==> config.mk <==
export PLATFORM = sky130hd
export DESIGN_NAME = disk_gate_timing
export DESIGN_NICKNAME = d
export VERILOG_FILES = /design/src/hw/disk_gate_pkg.sv /design/src/hw/disk_gate_timing.sv
export SDC_FILE = /design/constraint.sdc
export NUM_CORES = 1
export LEC_CHECK = 0
export ABC_AREA = 1
export BUFFER_PORTS_ARGS = -buffer_cell sky130_fd_sc_hd__buf_2
export CORE_MARGIN = 3
export CORE_UTILIZATION = 55
export DETAILED_ROUTE_END_ITERATION = 8
export GPL_ROUTABILITY_DRIVEN = 0
export PLACE_DENSITY_LB_ADDON = 0.08
export SLEW_MARGIN = 20
export SYNTH_ARGS = -nofsm -noshare
export SYNTH_HDL_FRONTEND = slang
export SYNTH_SLANG_ARGS = --single-unit
==> constraint.sdc <==
create_clock -name i_clk -period 2.6 [get_ports i_clk]
set_input_delay 0.39 -clock i_clk [delete_from_list [all_inputs] [get_ports i_clk]]
set_output_delay 0.39 -clock i_clk [all_outputs]
set_load 0.02 [all_outputs]
==> src/hw/disk_gate_pkg.sv <==
`default_nettype none

package disk_gate_pkg;

  // Clock rates, in nanoseconds as printed, and the divider that makes the servo clock.
  localparam int unsigned CLK_PERIOD_NS = 25;
  localparam int unsigned SERVO_PERIOD_NS = 200;
  localparam int unsigned SERVO_DIV = SERVO_PERIOD_NS / CLK_PERIOD_NS;
  localparam int unsigned PHASE_W = $clog2(SERVO_DIV);

  // Phase points of one servo period: rising edge and falling edge.
  localparam logic [PHASE_W-1:0] PHASE_RISE = 3'h0;
  localparam logic [PHASE_W-1:0] PHASE_FALL = PHASE_W'(SERVO_DIV / 2);

  // Least low time while the clock line changes source: one-half servo period.
  localparam int unsigned HOLD_MIN_CYC = SERVO_DIV / 2 - 1;
  // Longest pause without transitions: two servo periods.
  localparam int unsigned SWITCH_GAP_PERIODS = 2;
  localparam int unsigned SWITCH_GAP_CYC = SWITCH_GAP_PERIODS * SERVO_DIV;

  // Read path figures.
  localparam int unsigned BITS_PER_BYTE = 8;
  localparam int unsigned SYNC_VALID_BYTES = 11;
  localparam int unsigned SYNC_VALID_BITS = SYNC_VALID_BYTES * BITS_PER_BYTE;
  localparam int unsigned LOCK_BITS_DEFAULT = 64;
  localparam int unsigned READ_LAG_BITS = 3;

  // Write path figures, in servo periods or bit times.
  localparam int unsigned SPLICE_MAX_PERIODS = 3;
  localparam int unsigned DRIVER_TURNON_DEFAULT = 2;
  localparam int unsigned ENCODER_DELAY_DEFAULT = 3;
  localparam int unsigned ENCODER_DELAY_MAX = 4;

  // Interface pins that arrive from the controller or the head, sampled together.
  typedef struct packed {
    logic read_gate;
    logic write_gate;
    logic write_clk;
    logic write_data;
    logic media_bit;
  } pins_t;

  localparam pins_t PINS_RESET = '0;

  // Source of the shared servo/read clock line.
  typedef enum logic [1:0] {
    SEL_SERVO,
    SEL_HOLD,
    SEL_RECOVERED
  } clk_sel_t;

endpackage : disk_gate_pkg

`default_nettype wire

==> src/hw/disk_gate_timing.sv <==
`default_nettype none

module disk_gate_timing #(
  parameter int unsigned LOCK_BITS = disk_gate_pkg::LOCK_BITS_DEFAULT,
  parameter int unsigned TURNON_PERIODS = disk_gate_pkg::DRIVER_TURNON_DEFAULT,
  parameter int unsigned ENC_DELAY = disk_gate_pkg::ENCODER_DELAY_DEFAULT
) (
  input wire logic i_clk,
  input wire logic i_rst,
  input wire logic i_ce,
  input wire logic i_read_gate,
  input wire logic i_write_gate,
  input wire logic i_write_clk,
  input wire logic i_write_data,
  input wire logic i_media_bit,
  output logic o_servo_read_clk,
  output logic o_read_data,
  output logic o_read_locked,
  output logic o_write_current,
  output logic o_media_write_data
);

  localparam int unsigned LOCK_W = $clog2(LOCK_BITS + 1);
  localparam int unsigned DRV_W = $clog2(TURNON_PERIODS + ENC_DELAY + 1);
  localparam int LOCK_WAIT_MAX = 704;
  localparam int SERVO_BACK_MAX = 24;
  // Three servo periods from the pin, less the two synchroniser cycles ahead of the counter.
  localparam int SPLICE_MAX_CYC = 22;

  disk_gate_pkg::pins_t pin_s1;
  disk_gate_pkg::pins_t pin_s2;
  disk_gate_pkg::pins_t next_pin_s1;
  logic media_prev;
  logic wclk_prev;
  logic [disk_gate_pkg::PHASE_W-1:0] phase;
  logic [disk_gate_pkg::PHASE_W-1:0] next_phase;

  // Every pin passes two flops; edge detectors only look at the second stage.
  always_comb
  begin
    next_pin_s1 = '{read_gate: i_read_gate, write_gate: i_write_gate, write_clk: i_write_clk,
                    write_data: i_write_data, media_bit: i_media_bit};
    next_phase = phase + 3'h1;
  end

  always_ff @(posedge i_clk or posedge i_rst)
  begin
    if (i_rst)
    begin
      pin_s1 <= disk_gate_pkg::PINS_RESET;
      pin_s2 <= disk_gate_pkg::PINS_RESET;
      media_prev <= 1'b0;
      wclk_prev <= 1'b0;
      phase <= '0;
    end
    else if (i_ce)
    begin
      pin_s1 <= next_pin_s1;
      pin_s2 <= pin_s1;
      media_prev <= pin_s2.media_bit;
      wclk_prev <= pin_s2.write_clk;
      phase <= next_phase;
    end
  end

  logic servo_tick;
  logic wclk_edge;
  logic read_active;
  assign servo_tick = (phase == disk_gate_pkg::PHASE_RISE);
  assign wclk_edge = pin_s2.write_clk & ~wclk_prev;
  // A read gate that overlaps the record gate is ignored; recording wins.
  assign read_active = pin_s2.read_gate & ~pin_s2.write_gate;

  // Read path: phase capture, lock counting and the three-bit lag line.
  logic [LOCK_W-1:0] bit_cnt;
  logic [LOCK_W-1:0] next_bit_cnt;
  logic [disk_gate_pkg::PHASE_W-1:0] rphase;
  logic [disk_gate_pkg::PHASE_W-1:0] next_rphase;
  logic [disk_gate_pkg::PHASE_W-1:0] rec_phase;
  logic [disk_gate_pkg::READ_LAG_BITS-1:0] lag;
  logic [disk_gate_pkg::READ_LAG_BITS-1:0] next_lag;
  logic next_locked;
  logic next_read_data;
  logic rec_tick;

  assign rec_phase = phase - rphase;
  assign rec_tick = (rec_phase == disk_gate_pkg::PHASE_FALL);

  // The recovered phase tracks media transitions only until lock, then freezes so the clock never jumps.
  always_comb
  begin
    next_bit_cnt = bit_cnt;
    next_rphase = rphase;
    next_locked = o_read_locked;
    next_lag = lag;
    next_read_data = o_read_data;
    if (!read_active)
    begin
      next_bit_cnt = '0;
      next_locked = 1'b0;
    end
    else if (!o_read_locked)
    begin
      if (pin_s2.media_bit != media_prev)
      begin
        next_rphase = phase;
      end
      if (servo_tick)
      begin
        next_bit_cnt = bit_cnt + LOCK_W'(1);
      end
      next_locked = (bit_cnt >= LOCK_W'(LOCK_BITS));
    end
    if (rec_tick)
    begin
      next_lag = {lag[disk_gate_pkg::READ_LAG_BITS-2:0], pin_s2.media_bit};
      next_read_data = o_read_locked & lag[disk_gate_pkg::READ_LAG_BITS-1];
    end
    if (!o_read_locked)
    begin
      next_read_data = 1'b0;
    end
  end

  always_ff @(posedge i_clk or posedge i_rst)
  begin
    if (i_rst)
    begin
      bit_cnt <= '0;
      rphase <= '0;
      lag <= '0;
      o_read_locked <= 1'b0;
      o_read_data <= 1'b0;
    end
    else if (i_ce)
    begin
      bit_cnt <= next_bit_cnt;
      rphase <= next_rphase;
      lag <= next_lag;
      o_read_locked <= next_locked;
      o_read_data <= next_read_data;
    end
  end

  // Clock line source select. A change waits for the falling edge, then holds low at least half a
  // period until the new source rises, trading a short gap for pulses that are never shortened.
  disk_gate_pkg::clk_sel_t sel;
  disk_gate_pkg::clk_sel_t next_sel;
  logic target_rec;
  logic next_target_rec;
  logic [3:0] hold_cnt;
  logic [3:0] next_hold_cnt;
  logic next_clk;
  logic [disk_gate_pkg::PHASE_W-1:0] cur_phase;
  logic [disk_gate_pkg::PHASE_W-1:0] tgt_phase;

  assign cur_phase = (sel == disk_gate_pkg::SEL_RECOVERED) ? rec_phase : phase;
  assign tgt_phase = target_rec ? rec_phase : phase;

  always_comb
  begin
    next_sel = sel;
    next_target_rec = target_rec;
    next_hold_cnt = hold_cnt;
    next_clk = (cur_phase < disk_gate_pkg::PHASE_FALL);
    case (sel)
      disk_gate_pkg::SEL_SERVO:
      begin
        if (o_read_locked && cur_phase == disk_gate_pkg::PHASE_FALL)
        begin
          next_sel = disk_gate_pkg::SEL_HOLD;
          next_target_rec = 1'b1;
          next_hold_cnt = '0;
        end
      end
      disk_gate_pkg::SEL_RECOVERED:
      begin
        if (!o_read_locked && cur_phase == disk_gate_pkg::PHASE_FALL)
        begin
          next_sel = disk_gate_pkg::SEL_HOLD;
          next_target_rec = 1'b0;
          next_hold_cnt = '0;
        end
      end
      disk_gate_pkg::SEL_HOLD:
      begin
        next_clk = 1'b0;
        next_target_rec = o_read_locked;
        if (hold_cnt != 4'hf)
        begin
          next_hold_cnt = hold_cnt + 4'h1;
        end
        if (hold_cnt >= 4'(disk_gate_pkg::HOLD_MIN_CYC) && tgt_phase == disk_gate_pkg::PHASE_RISE)
        begin
          next_sel = target_rec ? disk_gate_pkg::SEL_RECOVERED : disk_gate_pkg::SEL_SERVO;
          next_clk = 1'b1;
        end
      end
      default:
      begin
        next_sel = disk_gate_pkg::SEL_SERVO;
      end
    endcase
  end

  always_ff @(posedge i_clk or posedge i_rst)
  begin
    if (i_rst)
    begin
      sel <= disk_gate_pkg::SEL_SERVO;
      target_rec <= 1'b0;
      hold_cnt <= '0;
      o_servo_read_clk <= 1'b0;
    end
    else if (i_ce)
    begin
      sel <= next_sel;
      target_rec <= next_target_rec;
      hold_cnt <= next_hold_cnt;
      o_servo_read_clk <= next_clk;
    end
  end

  // Write path: driver turn-on after the gate rises, encoder line clocked by write clock edges.
  // The driver stays on while the encoder line drains so the last bits still reach the medium.
  logic [DRV_W-1:0] drv_cnt;
  logic [DRV_W-1:0] next_drv_cnt;
  logic [ENC_DELAY-1:0] enc;
  logic [ENC_DELAY-1:0] next_enc;
  logic next_wcur;
  logic next_wdata;

  always_comb
  begin
    next_drv_cnt = drv_cnt;
    next_wcur = o_write_current;
    next_enc = enc;
    next_wdata = o_media_write_data;
    if (pin_s2.write_gate != o_write_current)
    begin
      if (servo_tick)
      begin
        next_drv_cnt = drv_cnt + DRV_W'(1);
      end
      if (pin_s2.write_gate && servo_tick && drv_cnt == DRV_W'(TURNON_PERIODS - 1))
      begin
        next_wcur = 1'b1;
        next_drv_cnt = '0;
      end
      if (!pin_s2.write_gate && servo_tick && drv_cnt == DRV_W'(ENC_DELAY - 1))
      begin
        next_wcur = 1'b0;
        next_drv_cnt = '0;
      end
    end
    else
    begin
      next_drv_cnt = '0;
    end
    if (wclk_edge)
    begin
      next_enc = {enc[ENC_DELAY-2:0], pin_s2.write_data};
      next_wdata = enc[ENC_DELAY-1];
    end
  end

  always_ff @(posedge i_clk or posedge i_rst)
  begin
    if (i_rst)
    begin
      drv_cnt <= '0;
      enc <= '0;
      o_write_current <= 1'b0;
      o_media_write_data <= 1'b0;
    end
    else if (i_ce)
    begin
      drv_cnt <= next_drv_cnt;
      enc <= next_enc;
      o_write_current <= next_wcur;
      o_media_write_data <= next_wdata;
    end
  end

  // Helper counters that only the checks read.
  logic [4:0] run_cnt;
  logic [9:0] lock_wait;
  logic [4:0] splice_wait;
  logic [disk_gate_pkg::ENCODER_DELAY_MAX-1:0] wd_hist;
  logic clk_q;

  always_ff @(posedge i_clk or posedge i_rst)
  begin
    if (i_rst)
    begin
      run_cnt <= 5'(disk_gate_pkg::HOLD_MIN_CYC); // The low line during reset counts as a full run.
      lock_wait <= '0;
      splice_wait <= '0;
      wd_hist <= '0;
      clk_q <= 1'b0;
    end
    else if (i_ce)
    begin
      clk_q <= o_servo_read_clk;
      run_cnt <= (o_servo_read_clk != clk_q) ? 5'h0 : ((run_cnt == 5'h1f) ? run_cnt : run_cnt + 5'h1);
      lock_wait <= (read_active && !o_read_locked) ? lock_wait + 10'h1 : 10'h0;
      splice_wait <= (pin_s2.write_gate && !o_write_current) ? splice_wait + 5'h1 : 5'h0;
      if (wclk_edge)
      begin
        wd_hist <= {wd_hist[disk_gate_pkg::ENCODER_DELAY_MAX-2:0], pin_s2.write_data};
      end
    end
  end

  property p_lock_in_time;
    @(posedge i_clk) disable iff (i_rst || !i_ce)
    lock_wait <= 10'(LOCK_WAIT_MAX);
  endproperty
  a_lock_in_time: assert property (p_lock_in_time) else $error("Read lock took over 11 bytes.");

  property p_no_short_pulse;
    @(posedge i_clk) disable iff (i_rst || !i_ce)
    (o_servo_read_clk != clk_q) && $past(i_ce) |-> run_cnt >= 5'(disk_gate_pkg::HOLD_MIN_CYC);
  endproperty
  a_no_short_pulse: assert property (p_no_short_pulse) else $error("Clock pulse below half period.");

  property p_gap_bounded;
    @(posedge i_clk) disable iff (i_rst || !i_ce)
    run_cnt < 5'(disk_gate_pkg::SWITCH_GAP_CYC);
  endproperty
  a_gap_bounded: assert property (p_gap_bounded) else $error("Clock line idle over two periods.");

  property p_splice_width;
    @(posedge i_clk) disable iff (i_rst || !i_ce)
    splice_wait <= 5'(SPLICE_MAX_CYC);
  endproperty
  a_splice_width: assert property (p_splice_width) else $error("Write driver late after gate.");

  property p_read_lag;
    @(posedge i_clk) disable iff (i_rst || !i_ce)
    rec_tick && o_read_locked && $past(o_read_locked, 24) |=> o_read_data == $past(pin_s2.media_bit, 25);
  endproperty
  a_read_lag: assert property (p_read_lag) else $error("Read data lag is not three bits.");

  property p_servo_back;
    @(posedge i_clk) disable iff (i_rst || !i_ce)
    $fell(read_active) |-> ##[1:SERVO_BACK_MAX] (sel == disk_gate_pkg::SEL_SERVO);
  endproperty
  a_servo_back: assert property (p_servo_back) else $error("Servo clock not restored in time.");

  property p_encoder_delay;
    @(posedge i_clk) disable iff (i_rst || !i_ce)
    wclk_edge |=> o_media_write_data == $past(wd_hist[ENC_DELAY-1]) && ENC_DELAY <= 4;
  endproperty
  a_encoder_delay: assert property (p_encoder_delay) else $error("Encoder delay out of bound.");

endmodule : disk_gate_timing

`default_nettype wire

# Word level (Yosys, flattened, before mapping)
# Cells that the tools add are included.
[word_totals]
reg_bits = 46
inputBits = 8
out_inout_bits = 5
wordCells = 110
[classes]
n_addsub = 5
n_lt_le_gt_ge = 3
eq_ne = 17
n_mux = 29
bitwise_logic = 6
n_reduce_logical = 24
[ops]
columns = ["operator", "n"]
rows = [
  ["7-bit 2-to-1 mux", 3],
  ["3-bit 2-to-1 mux", 6],
  ["4-bit 2-to-1 mux", 3],
  ["4-bit one-hot mux with 3 select lines", 1],
  ["4-bit AND reduction", 3],
  ["1-bit 2-to-1 mux", 10],
  ["2-bit != test (second input constant)", 5],
  ["2-bit 2-to-1 mux", 4],
  ["2-bit AND reduction", 4],
  ["7-bit by 1-bit adder with 7-bit output (second input constant)", 1],
  ["7-bit greater-or-equal comparator (second input constant)", 1],
  ["1-bit logical AND", 7],
  ["3-bit by 1-bit adder with 3-bit output (second input constant)", 2],
  ["3-bit == test (second input constant)", 2],
  ["3-bit logical NOT", 2],
  ["2-bit one-hot mux with 3 select lines", 1],
  ["3-bit AND reduction", 2],
  ["5-bit AND reduction", 1],
  ["4-bit by 1-bit adder with 4-bit output (second input constant)", 1],
  ["4-bit by 2-bit greater-or-equal comparator with 1-bit output (second input constant)", 1],
  ["2-bit by 1-bit != test with 1-bit output (second input constant)", 2],
  ["4-bit by 2-bit != test with 1-bit output (second input constant)", 1],
  ["4-bit != test (second input constant)", 1],
  ["1-bit AND", 3],
  ["other kinds (13)", 17],
]

# Logic depth before layout (Yosys ltp)
# Gate-level depths: netlist of the first run.
[depth]
word_depth = 6
ltp_mapped = 15
depth_no_buf = 15

# Least setup slack after synthesis of the first run
# OpenSTA, ideal clock, no wires.
[synth_path]
kind = "register -> register"
from = "reg phase[0] in the netlist's numbering"
to = "reg hold_cnt[0]"
setup_ps = 117
arrival_time_ps = 1866
required_time_ps = 2483
setup_slack_ps = 617
path_stages_with_launch = 13
n_path_buf = 0
synth_period_minus_slack_ps = 1983
path_cell_list = "dfrtp_1 -> inv_1 -> ha_1 -> fa_1 -> nand2_1 -> inv_1 -> o21ai_1 -> inv_2 -> nand3_2 -> a21oi_4 -> nand2_2 -> nand2_1 -> nand2_1"
[synth_between]
elab_chain_len = 6
word_cells_on_any_way = 8
cone_classes = "add/sub (1); eq/ne (3); mux (1); reduce/logical (3)"
[synth_rtl]
columns = ["item", "line", "text"]
rows = [
  ["start: declaration", "disk_gate_timing.sv:35", "logic [disk_gate_pkg::PHASE_W-1:0] phase;"],
  ["start signal: assignment", "disk_gate_timing.sv:62", "phase <= next_phase;"],
  ["3-bit subtractor", "disk_gate_timing.sv:86", "assign rec_phase = phase - rphase;"],
  ["3-bit 2-to-1 mux *", "disk_gate_timing.sv:157", "assign cur_phase = (sel == disk_gate_pkg::SEL_RECOVERED) ? rec_phase : phase;"],
  ["3-bit == test *", "disk_gate_timing.sv:169, disk_gate_timing.sv:178", ""],
  ["1-bit logical AND (on tied branches)", "disk_gate_timing.sv:169, disk_gate_timing.sv:178", ""],
  ["2-bit != test (no line) or 2-bit by 1-bit != test with 1-bit output (tied branches)", "-", ""],
  ["5-bit AND reduction (no line) *", "-", ""],
  ["end signal: assignment", "disk_gate_timing.sv:219", "hold_cnt <= next_hold_cnt;"],
  ["end: declaration", "disk_gate_timing.sv:151", "logic [3:0] hold_cnt;"],
]
# Mark *: on every way between the ends. The rest lies on a longest branch, timed or not.
# A chain may end at the register's enable or synchronous reset.

# Final worst setup path of the first run
[layout_path]
from = "reg phase[0] in the netlist's numbering"
to = "reg hold_cnt[2]"
# Same word-level chain as after synthesis.

==> results.ini, run 1 <==
[synthesis]
synth-edff-count = 0
synth_seq_cells = 46
synth-warning-count = 0
syn_nets = 287
avgSynthCellArea_sq_um = 8.56
synth_ff_type = dfrtp_1
synthCells = 270
ys_types = 31
netlist_area_sq_mm = 0.00231
async_reset_ff_share_pct = 100
ys_seq_area_share_pct = 49.8

[placed_design]
place_ws_ns = 0.484
placed_cells = 328
io_buffers = 12
place_area_sq_mm = 0.00243
dp_hpwl_um = 2900

[grt]
grt_pass1_wl_um = 7230
grtUsageMet3_pct = 4.83
top_usage_layer = met2
grt-ovfl-total = 0
grt_usage_pct = 17.9
grtUsageMet1_pct = 24.2
use_met2_pct = 28.6
grt_pass1_vias = 1620
grt_start_max_net_pins = 47
antenna_found_initial = 0

[floorplanning]
io_pins = 13
num_rows = 22
dieHeight_um = 70.8
die_x_um = 70.8
dieArea_sq_mm = 0.00502
start_util_pct = 60.0
core_area_sq_mm = 0.00385

[clock_tree]
root_buffer = clkbuf_8
cts_sinks = 46
clk_pin_slew_ns = 0.09
cts-resized-gates = 0
htreeDepth = 2
clkLatencyLatePin_ns = 0.30
postCtsSetupRepairBufs = 0
clock_path_buffers = 2
cts_buffers = 5
cts_hold_buf = 0
tritoncts = built

[timing]
period_needed_ns = 2.13
setup_tns_ns = 0
fin_ws_ns = 0.469
maxSlewHeadroom_pct = 37.2
finalCritPeriodShare_pct = 82.0
tightest_slew_ns = 0.941
skew_ns = 0.00797
maxSlewViolCount = 0
rsz0062_at_grt = false
fmax_mhz = 469
finalHoldViolations = 0
setup_violations = 0

[power_and_ir_drop]
p_sw_uw = 926
leakagePower_nw = 1.29
p_int_mw = 1.48
p_seq_share_pct = 43.1
max-vdd-ir-drop_uv = 633
swShare_pct = 38.4
clkPwrFrac_pct = 22.0
power_density_mw_per_mm2 = 950
combPwrFrac_pct = 34.9

[route]
drt-pass1-iter-count = 4
vias_per_cell = 5.10
drc = 0
num_vias = 1714
antenna_left = 0
wl_per_cell_um = 11.9
drtIter0Drc = 110
wirelength_um = 3980

[critical_path]
cp.arrival_ns = 2.33
worstPathRequired_ns = 2.80
path_class = reg -> reg
endpoint_kind = flip-flop
cp-start-kind = flip-flop
critical_path.max_fanout = 5

[layout]
layout.nets = 304
diodes = 0
fillCellCount = 328
final_cell_area_sq_mm = 0.00254
drive_gt1_share_pct = 14.9
layout.cells.non_filler = 336
area_delta_synth_final_pct = 9.69

[run_status]
status = completed

[flow_run]
maxCapViolCount = 0

[hold_path]
hp-class = in -> async

power groups by stage:
stage,combinational [mW],clock (mW),sequential [mW]
6_report,0.841,0.530,1.04
3_5_place_dp,0.847,0,1.05
3_3_place_gp,0.835,0,1.04
5_1_grt,0.983,0.573,1.07
4_1_cts,0.850,0.541,1.04
2_1_floorplan,0.656,0,1.05
state kept, by name (all words and copies together) (netlist names):
name / flops
bit_cnt: 7
drv_cnt: 3
enc: 3
hold_cnt: 4
lag: 3
media_prev: 1
o_media_write_data: 1
o_read_data: 1
o_read_locked: 1
o_servo_read_clk: 1
o_write_current: 1
phase: 3
pin_s1: 5
pin_s2: 5
rphase: 3
sel: 2
target_rec: 1
wclk_prev: 1
metal layers:
layer  wire, um  share of wire [%]
met5          0                  0
met4         48                1.2
met3        120                3.0
met2       1770                 45
met1       2040                 51
cell usage after synthesis (2+ instances only):
| cell type | count | share of area [%] |
|---|---|---|
| nand2_1 | 69 | 11 |
| dfrtp_1 | 46 | 50 |
| inv_1 | 32 | 5.2 |
| nand3_1 | 18 | 3.9 |
| nor2_1 | 17 | 2.8 |
| o21ai_0 | 17 | 3.7 |
| a21oi_1 | 10 | 2.2 |
| o21ai_1 | 9 | 1.9 |
| ha_1 | 8 | 4.3 |
| inv_2 | 6 | 0.97 |
| nand2_2 | 6 | 1.6 |
| xor2_1 | 5 | 1.9 |
| nor3_1 | 3 | 0.65 |
| a21oi_4 | 2 | 1.4 |
| buf_2 | 2 | 0.43 |
| nand3_2 | 2 | 0.87 |
| nand4_1 | 2 | 0.54 |
| nor2_2 | 2 | 0.54 |
| o21ai_4 | 2 | 1.4 |
through the flow:
stage	power [mW]	utilization, %	hold slack [ns]
after floorplan	1.71	-	0.441
after global placement	1.88	63.0	0.456
after detailed placement	1.90	63.0	0.462
after CTS	2.43	65.8	0.282
after global routing	2.62	65.8	0.297
final	2.41	65.8	0.288
layout by cell type (no fill, tap or decap), types with 2 or more instances in the layout:
| master | synthesis | layout |
|---|---|---|
| a21oi_1 | 10 | 10 |
| a21oi_4 | 2 | 2 |
| buf_2 | 2 | 12 |
| clkbuf_8 | 0 | 5 |
| dfrtp_1 | 46 | 46 |
| ha_1 | 8 | 8 |
| inv_1 | 32 | 31 |
| inv_2 | 6 | 7 |
| nand2_1 | 69 | 69 |
| nand2_2 | 6 | 6 |
| nand3_1 | 18 | 18 |
| nand3_2 | 2 | 2 |
| nand4_1 | 2 | 2 |
| nor2_1 | 17 | 17 |
| nor2_2 | 2 | 2 |
| nor3_1 | 3 | 3 |
| o21ai_0 | 17 | 17 |
| o21ai_1 | 9 | 9 |
| o21ai_4 | 2 | 2 |
| xor2_1 | 5 | 5 |
logic make-up after synthesis:
kind of cell               share of synthesized area (%)
AOI/OAI and AO/OA                                   12.7
xor gates and xnor gates                            1.89
adders and majority gates                           5.20
buffers and inverters                               6.76
DFF                                                 49.8
muxes                                              0.974
and+or+nand+nor                                     22.7
layout make-up:
cell class              count  area [sq um]  share of cell area [%]
flip-flops and latches     46          1150                    45.4
multi-input cells         183          1000                    39.6
inverters                  38           143                    5.62
clock buffers               6          72.6                    2.86
repair buffers             13          67.6                    2.66
well taps                  48          60.1                    2.37
clock inverters             2          37.5                    1.48
final timing paths:
check | startpoint | cells after the start | slack [ns] | to
min | i_rst | 2 | 0.29 | bit_cnt[0]$_DFFE_PP0P_
max | phase[0]$_DFFE_PP0P_ | 12 | 0.47 | hold_cnt[2]$_DFFE_PP0P_
min reg2reg | pin_s1[1]$_DFFE_PP0P_ | 2 | 0.48 | pin_s1[1]$_DFFE_PP0P_
min in group i_clk | i_write_data | 3 | 0.29 | pin_s1[1]$_DFFE_PP0P_
max reg2reg | phase[0]$_DFFE_PP0P_ | 12 | 0.47 | hold_cnt[2]$_DFFE_PP0P_
max in group asynchronous | i_rst | 2 | 1.72 | phase[2]$_DFFE_PP0P_
worst max-delay path, stage by stage (launching register included):
cell	delay (ns)
dfrtp_1	0.41
inv_1	0.11
ha_1	0.22
fa_1	0.47
nand2_1	0.06
inv_1	0.07
o21ai_1	0.07
inv_2	0.08
nand3_2	0.13
a21oi_4	0.21
nand2_2	0.09
nand2_1	0.06
nand2_1	0.05
(Power assumes the default switching activity.)
==> run 2: changes to the inputs <==
Settings changed: CORE_UTILIZATION 55 to 54.
Clock period 2.6 ns to 1.9 ns, I/O delays scaled along.
==> results.ini, run 2 (synthesis gave the netlist of run 1 again) <==
[layout]
fillCellCount = 334  ; +1.8%
drive_gt1_share_pct = 23.0  ; +8.0 points
largest-register = bit_cnt
final_cell_mix = nand2_1, dfrtp_1, inv_1
diodes = 0  ; unchanged
final_cell_area_sq_mm = 0.00275  ; +8.3%
area_delta_synth_final_pct = 18.8
largest_reg_flops = 7  ; unchanged
layout.nets = 321  ; +5.6%
regArea_sq_mm = 0.00115  ; unchanged
final_common_cell = nand2_1
multi_input_area_sq_mm = 0.00106  ; +5.1%
layout.cells.non_filler = 355  ; +5.7%
reg_top3 = bit_cnt x7, pin_s1 x5, pin_s2 x5

[floorplanning]
num_rows = 23  ; +4.5%
core_area_sq_mm = 0.00406  ; +5.3%
die_x_um = 71.4  ; +0.84%
dieArea_sq_mm = 0.00510  ; +1.7%
start_util_pct = 57.0  ; -3.0 points
io_pins = 13  ; unchanged
dieHeight_um = 71.4  ; +0.84%

[run_status]
status = complete, but fails checks
violations = setup timing

[critical_path]
reg2reg_to = hold_cnt[3]$_DFFE_PP0P_
max_stage_delay_ns = 0.47  ; about the same
cp_slowest_cell = fa_1
path_class = reg -> reg
path_cells = ha_4, fa_1, nand2_1, inv_2, o21ai_2, inv_2, nand3_4, o21ai_4, nand2_2, nand2_1, nand2_1
worst-path-stages = 11  ; -1
r2r-start = rphase[0]$_DFFE_PP0P_
cp_top_family = adder cells
cp.arrival_ns = 2.15  ; -0.18 ns
cp-start-kind = flip-flop
critical_path.max_fanout = 7  ; +2
rr_worst_depth = 11  ; -1
endpoint_kind = flip-flop
crit_buf_inv = 2  ; -1
worst_path_most_repeated_cell = nand2_1
worstPathRequired_ns = 2.10  ; -0.70 ns
ff2ff_setup_slack_ns = -0.06  ; -0.52 ns

[clock_tree]
cts_buffers = 5  ; unchanged
htreeDepth = 2  ; unchanged
clock_path_buffers = 2  ; unchanged
tritoncts = built
clk_pin_slew_ns = 0.09  ; about the same
clkLatencyLatePin_ns = 0.30  ; about the same
root_buffer = clkbuf_8
cts_sinks = 46  ; unchanged

[route]
drc = 0  ; unchanged
wirelength_um = 4300  ; +8.0%
num_vias = 1792  ; +4.6%
drt-pass1-iter-count = 4  ; unchanged
wl_per_cell_um = 12.1  ; +2.2%
antenna_left = 0  ; unchanged
drtIter0Drc = 93  ; -15%
vias_per_cell = 5.05  ; -1.0%

[hold_path]
min_to = pin_s1[4]$_DFFE_PP0P_
hp-class = in -> reg
holdPathStages = 3
hp-start = i_read_gate

[power_and_ir_drop]
leakagePower_nw = 1.39  ; +7.9%
max-vdd-ir-drop_uv = 852  ; +35%
power_mw = 3.80  ; +58%
power_density_mw_per_mm2 = 1380  ; +45%

[placed_design]
place_area_sq_mm = 0.00255  ; +5.0%
io_buffers = 12  ; unchanged
dp_hpwl_um = 3150  ; +8.5%
placed_cells = 343  ; +4.6%

[timing]
skew_ns = 0.00320  ; -0.00478 ns
fmax_mhz = 511  ; +9.0%
tightest_slew_ns = 0.498  ; -0.444 ns
fin_ws_ns = -0.0556  ; -0.525 ns
timing.hold.ws_ns = 0.179  ; -0.109 ns
rsz0062_at_grt = true
maxSlewHeadroom_pct = 66.8  ; +30 points
finalHoldViolations = 0  ; unchanged
setup_violations = 7  ; +7
period_needed_ns = 1.96  ; -0.175 ns
maxSlewViolCount = 0  ; unchanged
finalCritPeriodShare_pct = 103  ; +21 points

[grt]
grt_start_max_net_pins = 21  ; -55%
antenna_found_initial = 0  ; unchanged
grt-ovfl-total = 0  ; unchanged
grt_usage_pct = 19.1  ; +1.2 points
grt_pass1_wl_um = 7730  ; +6.9%
grt_pass1_vias = 1764  ; +8.9%

[flow_run]
maxCapViolCount = 0  ; unchanged

run 2: what timing repair did:
item / in CTS / in global routing
cloned: 0 / 0
endpoints found under the hold margin: 18 / 0
pin swaps: 9 / 4
hold buffers: 1 / 0
resized for setup: 2 / 8
endpoints found under the setup margin: 7 / 14
buffers inserted: 0 / 3
run 2: power breakdown:
group / internal, mW / leakage, nW / total [mW] / switching (mW)
Clock: 0.527 / 0.0683 / 0.869 / 0.343
Sequential: 1.23 / 0.592 / 1.42 / 0.195
Combinational: 0.629 / 0.731 / 1.51 / 0.876
Total: 2.38 / 1.39 / 3.80 / 1.41
run 2: per-stage QoR:
step	util (%)	TNS (ns)	setup WS [ns]
finish	67.7	-0.230	-0.0556
global route	67.7	-1.25	-0.214
CTS	66.5	-0.212	-0.0449
detailed placement	62.8	-0.344	-0.0775
global placement	62.8	-0.170	-0.0428
floorplan	-	-0.236	-0.0548
run 2: how the worst max path moves through the flow:
stage	from	to	slack [ns]
global placement	rphase[0]$_DFFE_PP0P_	hold_cnt[0]$_DFFE_PP0P_	-0.04
finish	rphase[0]$_DFFE_PP0P_	hold_cnt[3]$_DFFE_PP0P_	-0.06
floorplan	phase[0]$_DFFE_PP0P_	hold_cnt[1]$_DFFE_PP0P_	-0.05
global route	phase[0]$_DFFE_PP0P_	hold_cnt[1]$_DFFE_PP0P_	-0.21
CTS	rphase[0]$_DFFE_PP0P_	hold_cnt[0]$_DFFE_PP0P_	-0.04
detailed placement	rphase[0]$_DFFE_PP0P_	hold_cnt[0]$_DFFE_PP0P_	-0.08
run 2: final cells by class:
type / count / share of cell area [%]
inverter: 38 / 5.19
clock buffer: 5 / 2.50
multi-input combinational: 183 / 38.4
clock inverter: 3 / 2.50
sequential: 46 / 41.9
tap: 50 / 2.28
timing repair buffer: 30 / 7.19
run 2: metal layers:
metal  share of wire, %  global-route usage [%]  vias up
li1                   -                       -      939
met1                 49                    25.7      821
met2                 47                    30.4       26
met3                3.0                    4.35        6
met4                1.4                    6.68        0
met5                  0                       0        -
run 2: worst register-to-register path: stages (launching register included):
cell     delay, ns
dfrtp_1       0.41
ha_4          0.17
fa_1          0.47
nand2_1       0.07
inv_2         0.06
o21ai_2       0.05
inv_2         0.10
nand3_4       0.08
o21ai_4       0.22
nand2_2       0.11
nand2_1       0.07
nand2_1       0.04
==> run 3: changes to the inputs <==
Settings changed: ABC_AREA 1 to default, CORE_UTILIZATION 54 to 36.
==> results.ini, run 3 <==
[run_status]
status = complete, but fails checks
violations = setup timing

[critical_path]
rr_worst_depth = 6  ; -5
critical_path.max_fanout = 3  ; -4
path_class = reg -> reg
worstPathRequired_ns = 2.10  ; about the same
cp.arrival_ns = 2.12  ; -0.03 ns
reg2reg_to = lag[1]$_DFFE_PP0P_
ff2ff_setup_slack_ns = -0.02  ; +0.03 ns
endpoint_kind = flip-flop
r2r-start = rphase[0]$_DFFE_PP0P_
cp-start-kind = flip-flop

[route]
vias_per_cell = 5.36  ; +6.2%
drc = 0  ; unchanged
wirelength_um = 4400  ; +2.4%
num_vias = 1625  ; -9.3%
drt-pass1-iter-count = 4  ; unchanged
wl_per_cell_um = 14.5  ; +20%
antenna_left = 0  ; unchanged
drtIter0Drc = 74  ; -20%

[grt]
antenna_found_initial = 0  ; unchanged
grt_start_max_net_pins = 47  ; +120%
grt_usage_pct = 12.9  ; -6.2 points
grt_pass1_vias = 1642  ; -6.9%
grt-ovfl-total = 0  ; unchanged
grt_pass1_wl_um = 7570  ; -2.1%

[clock_tree]
cts_buffers = 5  ; unchanged
htreeDepth = 2  ; unchanged
cts_hold_buf = 0  ; -1
tritoncts = built
root_buffer = clkbuf_8
cts_sinks = 46  ; unchanged
clkLatencyLatePin_ns = 0.30  ; about the same
clock_path_buffers = 2  ; unchanged
clk_pin_slew_ns = 0.09  ; about the same

[timing]
skew_ns = 0.00529  ; +0.00209 ns
finalHoldViolations = 0  ; unchanged
setup_violations = 3  ; -4
maxSlewViolCount = 0  ; unchanged
timing.hold.ws_ns = 0.110  ; -0.0682 ns
maxSlewHeadroom_pct = 60.6  ; -6.2 points
fmax_mhz = 520  ; +1.8%
tightest_slew_ns = 0.591  ; +0.0932 ns
fin_ws_ns = -0.0215  ; +0.0341 ns
finalCritPeriodShare_pct = 101  ; -1.8 points
period_needed_ns = 1.92  ; -0.0341 ns
rsz0062_at_grt = true

[synthesis]
syn_nets = 223  ; -22%
synth-warning-count = 0  ; unchanged
synth-edff-count = 0  ; unchanged
synth.top_cell.area_share_pct = 48.9  ; -0.93 points
netlist_area_sq_mm = 0.00236  ; +1.9%
async_reset_ff_share_pct = 100  ; unchanged
ys_top_cells_by_area = dfrtp_1, mux2_2, ha_1
synthCells = 206  ; -24%
yosys.area.top_type = dfrtp_1
avgSynthCellArea_sq_um = 11.4  ; +34%
ys_seq_area_share_pct = 48.9  ; -0.93 points
synth_ff_type = dfrtp_1
ys_types = 54  ; +74%
synth_seq_cells = 46  ; unchanged
synth_most_common_cell = dfrtp_1
ys_top_cells_by_count = dfrtp_1, mux2_2, nor2_1

[floorplanning]
die_x_um = 86.9  ; +22%
core_area_sq_mm = 0.00613  ; +51%
start_util_pct = 38.4  ; -19 points
dieHeight_um = 86.9  ; +22%
num_rows = 28  ; +22%
io_pins = 13  ; unchanged
dieArea_sq_mm = 0.00755  ; +48%

[layout]
drive_gt1_share_pct = 31.6  ; +8.6 points
regArea_sq_mm = 0.00115  ; unchanged
fillCellCount = 569  ; +70%
reg_top3 = bit_cnt x7, pin_s1 x5, pin_s2 x5
final_common_cell = dfrtp_1
diodes = 0  ; unchanged
area_delta_synth_final_pct = 15.2
largest-register = bit_cnt
layout.nets = 244  ; -24%
largest_reg_flops = 7  ; unchanged
multi_input_area_sq_mm = 0.00119  ; +12%
final_cell_mix = dfrtp_1, mux2_2, nor2_1

[placed_design]
dp_hpwl_um = 2980  ; -5.3%
io_buffers = 12  ; unchanged
place_ws_ns = -0.0138  ; +0.0637 ns

[hold_path]
hp-class = in -> async

[power_and_ir_drop]
power_mw = 3.72  ; -2.0%
power_density_mw_per_mm2 = 1370  ; -0.83%
leakagePower_nw = 1.19  ; -14%
max-vdd-ir-drop_uv = 562  ; -34%

[flow_run]
maxCapViolCount = 0  ; unchanged

[run 3: area by class of cell]
| class | count | area share, % |
|---|---|---|
| tap | 75 | 3.46 |
| sequential | 46 | 42.4 |
| multi-input combinational | 142 | 43.7 |
| clock buffer | 5 | 2.53 |
| clock inverter | 3 | 0.922 |
| timing repair buffer | 23 | 5.71 |
| inverter | 9 | 1.24 |
[run 3: metrics by stage]
step	setup TNS, ns	instance area (sq um)	utilization, %	cells
finish	-0.0569	2720	44.3	303
global placement	0	2540	41.5	293
detailed placement	-0.0351	2540	41.5	293
CTS	-0.0351	2650	43.2	301
global route	-0.494	2720	44.3	303
floorplan	-0.130	2360	-	206
[run 3: cells by family (layout without fill, tap and decap cells)]
group,Yosys count,in the layout,share of synthesized area [%]
flops,46,46,48.9
xor+xnor,9,9,4.04
mux,25,25,12.5
simple gates,58,58,14.2
compound gates,41,41,11.6
fa+ha+maj,9,9,5.10
buf+inv,18,40,3.61
[run 3: routing by layer]
layer,up-vias,share of wire [%],GRT usage (%)
li1,788,-,-
met1,797,47,17.1
met2,33,47,19.9
met3,7,3.9,2.84
met4,0,1.7,6.09
met5,-,0,0
[run 3: worst max-delay path: stages (launching register included)]
cell,delay (ns)
dfrtp_1,0.42
ha_4,0.17
fa_2,0.36
xor3_2,0.26
and3_4,0.22
nand2_4,0.09
mux2_4,0.30
[run 3: how the worst max path moves through the flow]
stage                                startpoint                  to  slack, ns  depth (start not counted)
after floorplan            phase[0]$_DFFE_PP0P_  lag[0]$_DFFE_PP0P_      -0.04                          7
after global placement     phase[0]$_DFFE_PP0P_  lag[0]$_DFFE_PP0P_       0.03                          7
after detailed placement   phase[0]$_DFFE_PP0P_  lag[1]$_DFFE_PP0P_      -0.01                          7
after CTS                  phase[0]$_DFFE_PP0P_  lag[0]$_DFFE_PP0P_      -0.01                          7
after global routing       phase[0]$_DFFE_PP0P_  lag[0]$_DFFE_PP0P_      -0.07                          7
final                     rphase[0]$_DFFE_PP0P_  lag[1]$_DFFE_PP0P_      -0.02                          6
[run 3: report_power, final]
group	internal, mW	switching (mW)
Sequential	1.24	0.253
Combinational	0.848	0.751
Clock	0.266	0.361
[run 3: repair_timing]
action	4_1_cts	5_1_grt
setup endpoints to repair	6	11
buffers inserted	0	2
pin swaps	1	5
hold endpoints to repair	0	0
resized for setup	2	9
